==> src/verilog/pin_irq_pkg.sv <==
// Purpose: Shared constants and types for the pin interrupt bank
// Assumes: AXI4-Lite with 32-bit data, word aligned registers
// Notes: Offsets are byte addresses
package pin_irq_pkg;

  // ****************************************
  // Register map
  // ****************************************
  localparam logic [11:0] OFF_ENABLE_LOW = 12'h0200;
  localparam logic [11:0] OFF_STATUS_LOW = 12'h0204;
  localparam logic [11:0] OFF_CLEAR_LOW = 12'h0208;
  localparam logic [11:0] OFF_FORCE_LOW = 12'h020C;
  localparam logic [11:0] OFF_ENABLE_HIGH = 12'h0210;
  localparam logic [11:0] OFF_STATUS_HIGH = 12'h0214;
  localparam logic [11:0] OFF_CLEAR_HIGH = 12'h0218;
  localparam logic [11:0] OFF_FORCE_HIGH = 12'h021C;

  localparam int ADDR_W = 12;
  localparam int LOW_PINS = 32;
  localparam int HIGH_PINS = 18;
  localparam logic [31:0] REG_RESET = 32'h0000_0000;
  localparam logic [31:0] HIGH_MASK = 32'h0003_FFFF;

  localparam logic [1:0] RESP_OKAY = 2'h0;
  localparam logic [1:0] RESP_SLVERR = 2'h2;

  // ****************************************
  // Carriers
  // ****************************************
  typedef struct packed {
    logic [31:0] low;
    logic [31:0] high;
  } bank_pair_t;

  typedef struct packed {
    logic [31:0] data;
    logic [1:0] resp;
  } read_answer_t;

endpackage
==> src/verilog/gpio_interrupt_bank.sv <==
// What this block does
// RULE1 - Enabled pins only forward pending interrupts
// RULE2 - Readable per-pin status register per bank
// RULE3 - Write one to clear drops status bit
// RULE4 - Write one to force raises status bit
// RULE5 - Low bank bit n is pin n
// RULE6 - High bank bits 0-17 are pins 32-49
// RULE7 - High bank bits 31:18 read zero, unwritable
// RULE8 - Enables and status zero after reset
// RULE9 - Request high while enabled status set
// RULE10 - Zeros ignored; set beats clear
//
// Purpose: Per-pin interrupt status, enable and request for 50 pins
// Assumes: Pin events are one-cycle pulses from same-clock detect logic
// Notes: Clear and force registers read as zero
`timescale 1ns/1ns
module gpio_interrupt_bank
#(
  parameter int LOW_PINS = pin_irq_pkg::LOW_PINS,
  parameter int HIGH_PINS = pin_irq_pkg::HIGH_PINS
)
(
  input wire logic clk_i,
  input wire logic rst_b_i,
  input wire logic clk_en_i,
  input wire logic [31:0] pin_event_low_i,
  input wire logic [31:0] pin_event_high_i,
  input wire logic [11:0] s_axi_awaddr_i,
  input wire logic s_axi_awvalid_i,
  output logic s_axi_awready_o,
  input wire logic [31:0] s_axi_wdata_i,
  input wire logic [3:0] s_axi_wstrb_i,
  input wire logic s_axi_wvalid_i,
  output logic s_axi_wready_o,
  output logic [1:0] s_axi_bresp_o,
  output logic s_axi_bvalid_o,
  input wire logic s_axi_bready_i,
  input wire logic [11:0] s_axi_araddr_i,
  input wire logic s_axi_arvalid_i,
  output logic s_axi_arready_o,
  output logic [31:0] s_axi_rdata_o,
  output logic [1:0] s_axi_rresp_o,
  output logic s_axi_rvalid_o,
  input wire logic s_axi_rready_i,
  output logic irq_o
);

  // Elaboration check: the low bank is a full word, the high bank fits one
  if (LOW_PINS != 32 || HIGH_PINS < 1 || HIGH_PINS > 32)
  begin
    $error("Unsupported pin counts");
  end

  // ****************************************
  // Helpers
  // ****************************************
  function automatic logic [31:0] strb_mask(input logic [3:0] strb);
    strb_mask = {{8{strb[3]}}, {8{strb[2]}}, {8{strb[1]}}, {8{strb[0]}}};
  endfunction

  localparam logic [31:0] HMASK = 32'((64'h1 << HIGH_PINS) - 64'h1);

  // ****************************************
  // Write channel capture
  // ****************************************
  logic [11:0] aw_addr_r;
  logic aw_held_r;
  logic [31:0] w_data_r;
  logic [3:0] w_strb_r;
  logic w_held_r;
  logic wr_go;
  logic [31:0] wr_bits;
  logic wr_hit;

  // Either channel may arrive first; each is held until the response goes
  assign wr_go = aw_held_r && w_held_r && !s_axi_bvalid_o;
  assign wr_bits = w_data_r & strb_mask(w_strb_r);
  assign wr_hit = (aw_addr_r[11:5] == pin_irq_pkg::OFF_ENABLE_LOW[11:5]);

  always_ff @(posedge clk_i or negedge rst_b_i)
  begin
    if (!rst_b_i)
    begin
      aw_held_r <= 1'b0;
      aw_addr_r <= 12'h000;
      s_axi_awready_o <= 1'b0;
    end
    else if (clk_en_i)
    begin
      if (s_axi_awvalid_i && s_axi_awready_o)
      begin
        aw_held_r <= 1'b1;
        aw_addr_r <= s_axi_awaddr_i;
      end
      else if (wr_go)
      begin
        aw_held_r <= 1'b0;
      end
      s_axi_awready_o <= !aw_held_r && !(s_axi_awvalid_i && s_axi_awready_o);
    end
  end

  always_ff @(posedge clk_i or negedge rst_b_i)
  begin
    if (!rst_b_i)
    begin
      w_held_r <= 1'b0;
      w_data_r <= pin_irq_pkg::REG_RESET;
      w_strb_r <= 4'h0;
      s_axi_wready_o <= 1'b0;
    end
    else if (clk_en_i)
    begin
      if (s_axi_wvalid_i && s_axi_wready_o)
      begin
        w_held_r <= 1'b1;
        w_data_r <= s_axi_wdata_i;
        w_strb_r <= s_axi_wstrb_i;
      end
      else if (wr_go)
      begin
        w_held_r <= 1'b0;
      end
      s_axi_wready_o <= !w_held_r && !(s_axi_wvalid_i && s_axi_wready_o);
    end
  end

  always_ff @(posedge clk_i or negedge rst_b_i)
  begin
    if (!rst_b_i)
    begin
      s_axi_bvalid_o <= 1'b0;
      s_axi_bresp_o <= pin_irq_pkg::RESP_OKAY;
    end
    else if (clk_en_i)
    begin
      if (wr_go)
      begin
        s_axi_bvalid_o <= 1'b1;
        s_axi_bresp_o <= wr_hit ? pin_irq_pkg::RESP_OKAY : pin_irq_pkg::RESP_SLVERR;
      end
      else if (s_axi_bready_i)
      begin
        s_axi_bvalid_o <= 1'b0;
      end
    end
  end

  // ****************************************
  // Enable and status banks
  // ****************************************
  pin_irq_pkg::bank_pair_t enable_r;
  pin_irq_pkg::bank_pair_t enable_nxt;
  pin_irq_pkg::bank_pair_t status_r;
  pin_irq_pkg::bank_pair_t status_nxt;
  pin_irq_pkg::bank_pair_t set_v;
  pin_irq_pkg::bank_pair_t clr_v;

  function automatic logic [31:0] sel(input logic [11:0] a, input logic [11:0] off, input logic [31:0] b);
    sel = (wr_go && a == off) ? b : 32'h0000_0000;
  endfunction

  always_comb
  begin
    // RULE5 RULE6 bit n maps to pin n / pin 32+n
    set_v.low = pin_event_low_i | sel(aw_addr_r, pin_irq_pkg::OFF_FORCE_LOW, wr_bits);
    set_v.high = (pin_event_high_i | sel(aw_addr_r, pin_irq_pkg::OFF_FORCE_HIGH, wr_bits)) & HMASK;
    // RULE3 write one clears
    clr_v.low = sel(aw_addr_r, pin_irq_pkg::OFF_CLEAR_LOW, wr_bits);
    clr_v.high = sel(aw_addr_r, pin_irq_pkg::OFF_CLEAR_HIGH, wr_bits);
    // RULE4 RULE10 set wins, zeros do nothing
    status_nxt.low = (status_r.low & ~clr_v.low) | set_v.low;
    status_nxt.high = ((status_r.high & ~clr_v.high) | set_v.high) & HMASK;
  end

  always_ff @(posedge clk_i or negedge rst_b_i)
  begin
    if (!rst_b_i)
    begin
      // RULE8 all clear after reset
      status_r <= {pin_irq_pkg::REG_RESET, pin_irq_pkg::REG_RESET};
    end
    else if (clk_en_i)
    begin
      status_r <= status_nxt;
    end
  end

  // Next enable is shared with the request so a disable takes effect at once
  always_comb
  begin
    enable_nxt = enable_r;
    if (wr_go && aw_addr_r == pin_irq_pkg::OFF_ENABLE_LOW)
    begin
      enable_nxt.low = (enable_r.low & ~strb_mask(w_strb_r)) | wr_bits;
    end
    // RULE7 reserved high bits never stored
    if (wr_go && aw_addr_r == pin_irq_pkg::OFF_ENABLE_HIGH)
    begin
      enable_nxt.high = ((enable_r.high & ~strb_mask(w_strb_r)) | wr_bits) & HMASK;
    end
  end

  always_ff @(posedge clk_i or negedge rst_b_i)
  begin
    if (!rst_b_i)
    begin
      enable_r <= {pin_irq_pkg::REG_RESET, pin_irq_pkg::REG_RESET};
    end
    else if (clk_en_i)
    begin
      enable_r <= enable_nxt;
    end
  end

  // ****************************************
  // Interrupt request
  // ****************************************
  always_ff @(posedge clk_i or negedge rst_b_i)
  begin
    if (!rst_b_i)
    begin
      irq_o <= 1'b0;
    end
    else if (clk_en_i)
    begin
      // RULE1 RULE9 registered so the output is a flop
      irq_o <= |(status_nxt.low & enable_nxt.low) || |(status_nxt.high & enable_nxt.high);
    end
  end

  // ****************************************
  // Read channel
  // ****************************************
  pin_irq_pkg::read_answer_t rd_v;

  always_comb
  begin
    rd_v.resp = pin_irq_pkg::RESP_OKAY;
    // RULE2 status readable; RULE7 high reserved reads zero
    unique case (s_axi_araddr_i)
      pin_irq_pkg::OFF_ENABLE_LOW: rd_v.data = enable_r.low;
      pin_irq_pkg::OFF_STATUS_LOW: rd_v.data = status_r.low;
      pin_irq_pkg::OFF_ENABLE_HIGH: rd_v.data = enable_r.high & HMASK;
      pin_irq_pkg::OFF_STATUS_HIGH: rd_v.data = status_r.high & HMASK;
      pin_irq_pkg::OFF_CLEAR_LOW, pin_irq_pkg::OFF_FORCE_LOW,
      pin_irq_pkg::OFF_CLEAR_HIGH, pin_irq_pkg::OFF_FORCE_HIGH: rd_v.data = 32'h0000_0000;
      default:
      begin
        rd_v.data = 32'h0000_0000;
        rd_v.resp = pin_irq_pkg::RESP_SLVERR;
      end
    endcase
  end

  always_ff @(posedge clk_i or negedge rst_b_i)
  begin
    if (!rst_b_i)
    begin
      s_axi_arready_o <= 1'b0;
      s_axi_rvalid_o <= 1'b0;
      s_axi_rdata_o <= pin_irq_pkg::REG_RESET;
      s_axi_rresp_o <= pin_irq_pkg::RESP_OKAY;
    end
    else if (clk_en_i)
    begin
      s_axi_arready_o <= !s_axi_rvalid_o && !(s_axi_arvalid_i && s_axi_arready_o);
      if (s_axi_arvalid_i && s_axi_arready_o)
      begin
        s_axi_rvalid_o <= 1'b1;
        s_axi_rdata_o <= rd_v.data;
        s_axi_rresp_o <= rd_v.resp;
      end
      else if (s_axi_rready_i)
      begin
        s_axi_rvalid_o <= 1'b0;
      end
    end
  end
endmodule

==> config.mk <==
export PLATFORM = sky130hd
export DESIGN_NAME = gpio_interrupt_bank
export DESIGN_NICKNAME = d
export VERILOG_FILES = /design/src/verilog/pin_irq_pkg.sv /design/src/verilog/gpio_interrupt_bank.sv
export SDC_FILE = /design/constraint.sdc
export NUM_CORES = 1
export LEC_CHECK = 0
export CORE_ASPECT_RATIO = 0.6
export CORE_MARGIN = 1.5
export CORE_UTILIZATION = 40
export CTS_CLUSTER_SIZE = 40
export DETAILED_ROUTE_END_ITERATION = 10
export DONT_BUFFER_PORTS = 1
export HOLD_SLACK_MARGIN = 0.15
export SYNTH_ARGS = -nofsm -noshare
export SYNTH_HDL_FRONTEND = slang
export SYNTH_SLANG_ARGS = --single-unit
==> constraint.sdc <==
create_clock -name clk_i -period 8.1 [get_ports clk_i]
set_input_delay 1.215 -clock clk_i [delete_from_list [all_inputs] [get_ports clk_i]]
set_output_delay 1.215 -clock clk_i [all_outputs]
set_load 0.01 [all_outputs]
==> metrics.csv <==
metric,value,unit
Critical Path Sink Type,flip-flop,
WP data required,8.41,ns
routed wl met2,12580,microns
Post-Syn Area,9743,sq um
Fin Setup TNS,0,ns
first-pass GRT wire length,46050,microns
CTS resizes,0,
Starting Density,0.4144,
CTS tree,built,
"most used cell, CP",nand4_1,
I/O pin cnt,174,
Bufs and invs on worst path,0,
"most common cell after layout, fill and taps aside",dfrtp_1,
CTS H-tree depth,4,
residual DRC count,0,
worst hold slack,0.4629,ns
Post-synth ARST share,1.000,
sequential area share after synthesis,0.4880,
cts-stage hold buffer count,0,
Max-Cap Viols,0,
Area Growth Syn to Fin,8.591,%
share of cells above drive strength 1,0.2066,
Fin. Hold Viols,0,
"commonest non-fill, non-tap cells in the layout","dfrtp_1 (190), mux2_2 (114), nand2_1 (87)",
clk root buf,clkbuf_16,
Die Ht,123.9,microns
pre-CTS setup slack,3.996,ns
leak pwr,4.260,nW
CP arrival,4.63,ns
Mapped Cells,921,
Fillers,2196,
Peak VDD IR,0.0002282,V
# diodes,0,
Clock Latency Late Sink,0.45,ns
unrepaired setup endpoints after global routing,false,
RD Place Congestion,0.8670,
Post-CTS Setup Repair Bufs,0,
Yosys cell types,67,
vias in the first global route,7316,
die area,25330,sq um
Max Freq,231.7,MHz
"top cells by area, synth","dfrtp_1 (49%), mux2_2 (13%), nand2_1 (3.4%), a21oi_1 (3.1%), mux2i_1 (3.0%)",
antenna violations before repair,2,
Max Slew Vio Count,0,
routed wire length,30860,microns
synthesized flop and latch total,190,
clock transition at the registers of the reported paths,0.07,ns
relative slew slack,0.2189,
Starting DRT DRC Count,833,
worst min-delay path class,input pin to async pin,
nets,1026,
CP Class,flip-flop to flip-flop,
CP peak stage delay,0.89,ns
worst slew pin tran,1.169,ns
CTS Sinks,190,
Synth top area share,0.4880,
Worst Path Max Fanout,13,
final worst slack,3.785,ns
Die X,204.5,microns
main flop type after synthesis,dfrtp_1,
Syn Area/Cell,10.58,sq um
post-synth top area cell,dfrtp_1,
largest net degree at the start of global routing,191,
setup violators final,0,
Startpoint Class,flip-flop,
final worst path period need,4.315,ns
number of cell rows,43,
global route overflow,0,
via-per-instance ratio,6.241,
average wire per standard cell,25.29,microns
Yosys Warn Count,0,
via count,7614,
worst setup skew after layout,0.01047,ns
I/O Buffers,0,
CP max-delay cell,nand4_1,
DR pass1 iterations,5,
detailed placement HPWL,21020,microns
WL met1,14830,microns
Post-synth EDFFs,0,
core box area,23510,sq um
"critical path, cell by cell",nor4b_2 > nand4_1 > o21ai_0 > a21oi_1 > a2111oi_0 > nand4_1 > nor4_1 > a41oi_1,
pwr dens,249.0,nW/um^2
Top Family by Delay on Critical Path,simple AND/OR/NAND/NOR gates,
CTS Buf Count,17,
status,"finished, final reports clean",
crit share post-route,0.5327,
maximum buffer depth of the clock tree,2,
GRT Total Usage,0.2502,
DR WL met3,2977,microns
Antenna Nets Post-Route,0,
Top Layer Used,met5,
==> sequential cells by signal, summed over array words and instances (netlist names), 4 cells and up <==
register,count
aw_addr_r,12
enable_r,50
s_axi_rdata_o,32
status_r,50
w_data_r,32
w_strb_r,4
==> routing by layer <==
| layer | up-vias | track usage |
|---|---|---|
| li1 | 3424 | - |
| met5 | - | 0 |
| met4 | 4 | 0.06664 |
| met2 | 331 | 0.3428 |
| met3 | 43 | 0.08870 |
| met1 | 3812 | 0.3684 |
==> per-stage QoR <==
step	instance area, sq um	util	std cells	power (W)
3_5_place_dp	9971	0.4241	1190	0.001741
6_report	10580	0.4500	1220	0.002634
2_1_floorplan	9747	-	922	0.001620
3_3_place_gp	9971	0.4241	1190	0.001724
5_1_grt	10580	0.4500	1220	0.002752
4_1_cts	10580	0.4500	1220	0.002642
==> area by class of cell <==
type	count	area (sq um)	share of cell area
inverter	8	30.03	0.002838
timing repair buffer	12	90.09	0.008515
multi-input combinational	665	4702	0.4444
clock inverter	10	162.7	0.01537
sequential	190	4755	0.4494
clock buffer	20	446.7	0.04222
tap	315	394.1	0.03725
==> cells by family (layout without fill, tap and decap cells) <==
group,count (synthesis),in the layout,share of synthesized area
muxes,144,144,0.1631
buffers and inverters,67,50,0.03364
other,1,2,0.0003849
AOI/OAI and AO/OA,275,275,0.1869
DFF,190,190,0.4880
and+or+nand+nor,244,244,0.1280
==> path summary, 6_finish.rpt <==
kind	endpoint	start	slack (ns)	depth (start not counted)
min	s_axi_rdata_o[4]$_DFFE_PN0P_	rst_b_i	0.46	0
max in group asynchronous	enable_r[52]$_DFFE_PN0P_	rst_b_i	7.31	0
min reg2reg	status_r[63]$_DFFE_PN0P_	status_r[63]$_DFFE_PN0P_	0.53	1
min in group clk_i	status_r[63]$_DFFE_PN0P_	status_r[63]$_DFFE_PN0P_	0.53	1
max	irq_o$_DFFE_PN0P_	aw_addr_r[8]$_DFFE_PN0P_	3.78	8
max reg2reg	irq_o$_DFFE_PN0P_	aw_addr_r[8]$_DFFE_PN0P_	3.78	8
==> synthesized netlist by cell type (9+ instances only) <==
cell type / instances
a21oi_1: 60
clkbuf_1: 43
a22o_1: 19
a31oi_1: 45
mux2i_1: 29
nand3_1: 10
a21boi_0: 9
a22oi_1: 14
dfrtp_1: 190
o21ai_0: 53
a221oi_1: 20
nor2_1: 76
nand2_1: 87
mux2_2: 114
nor3_1: 13
==> where the power goes <==
group,total [W],internal [W],switching (W)
clock network,0.000901,0.000522,0.000378
logic,0.000364,0.000182,0.000182
registers,0.00137,0.00109,0.000277
Note: power is estimated with default switching activity, not from simulation.
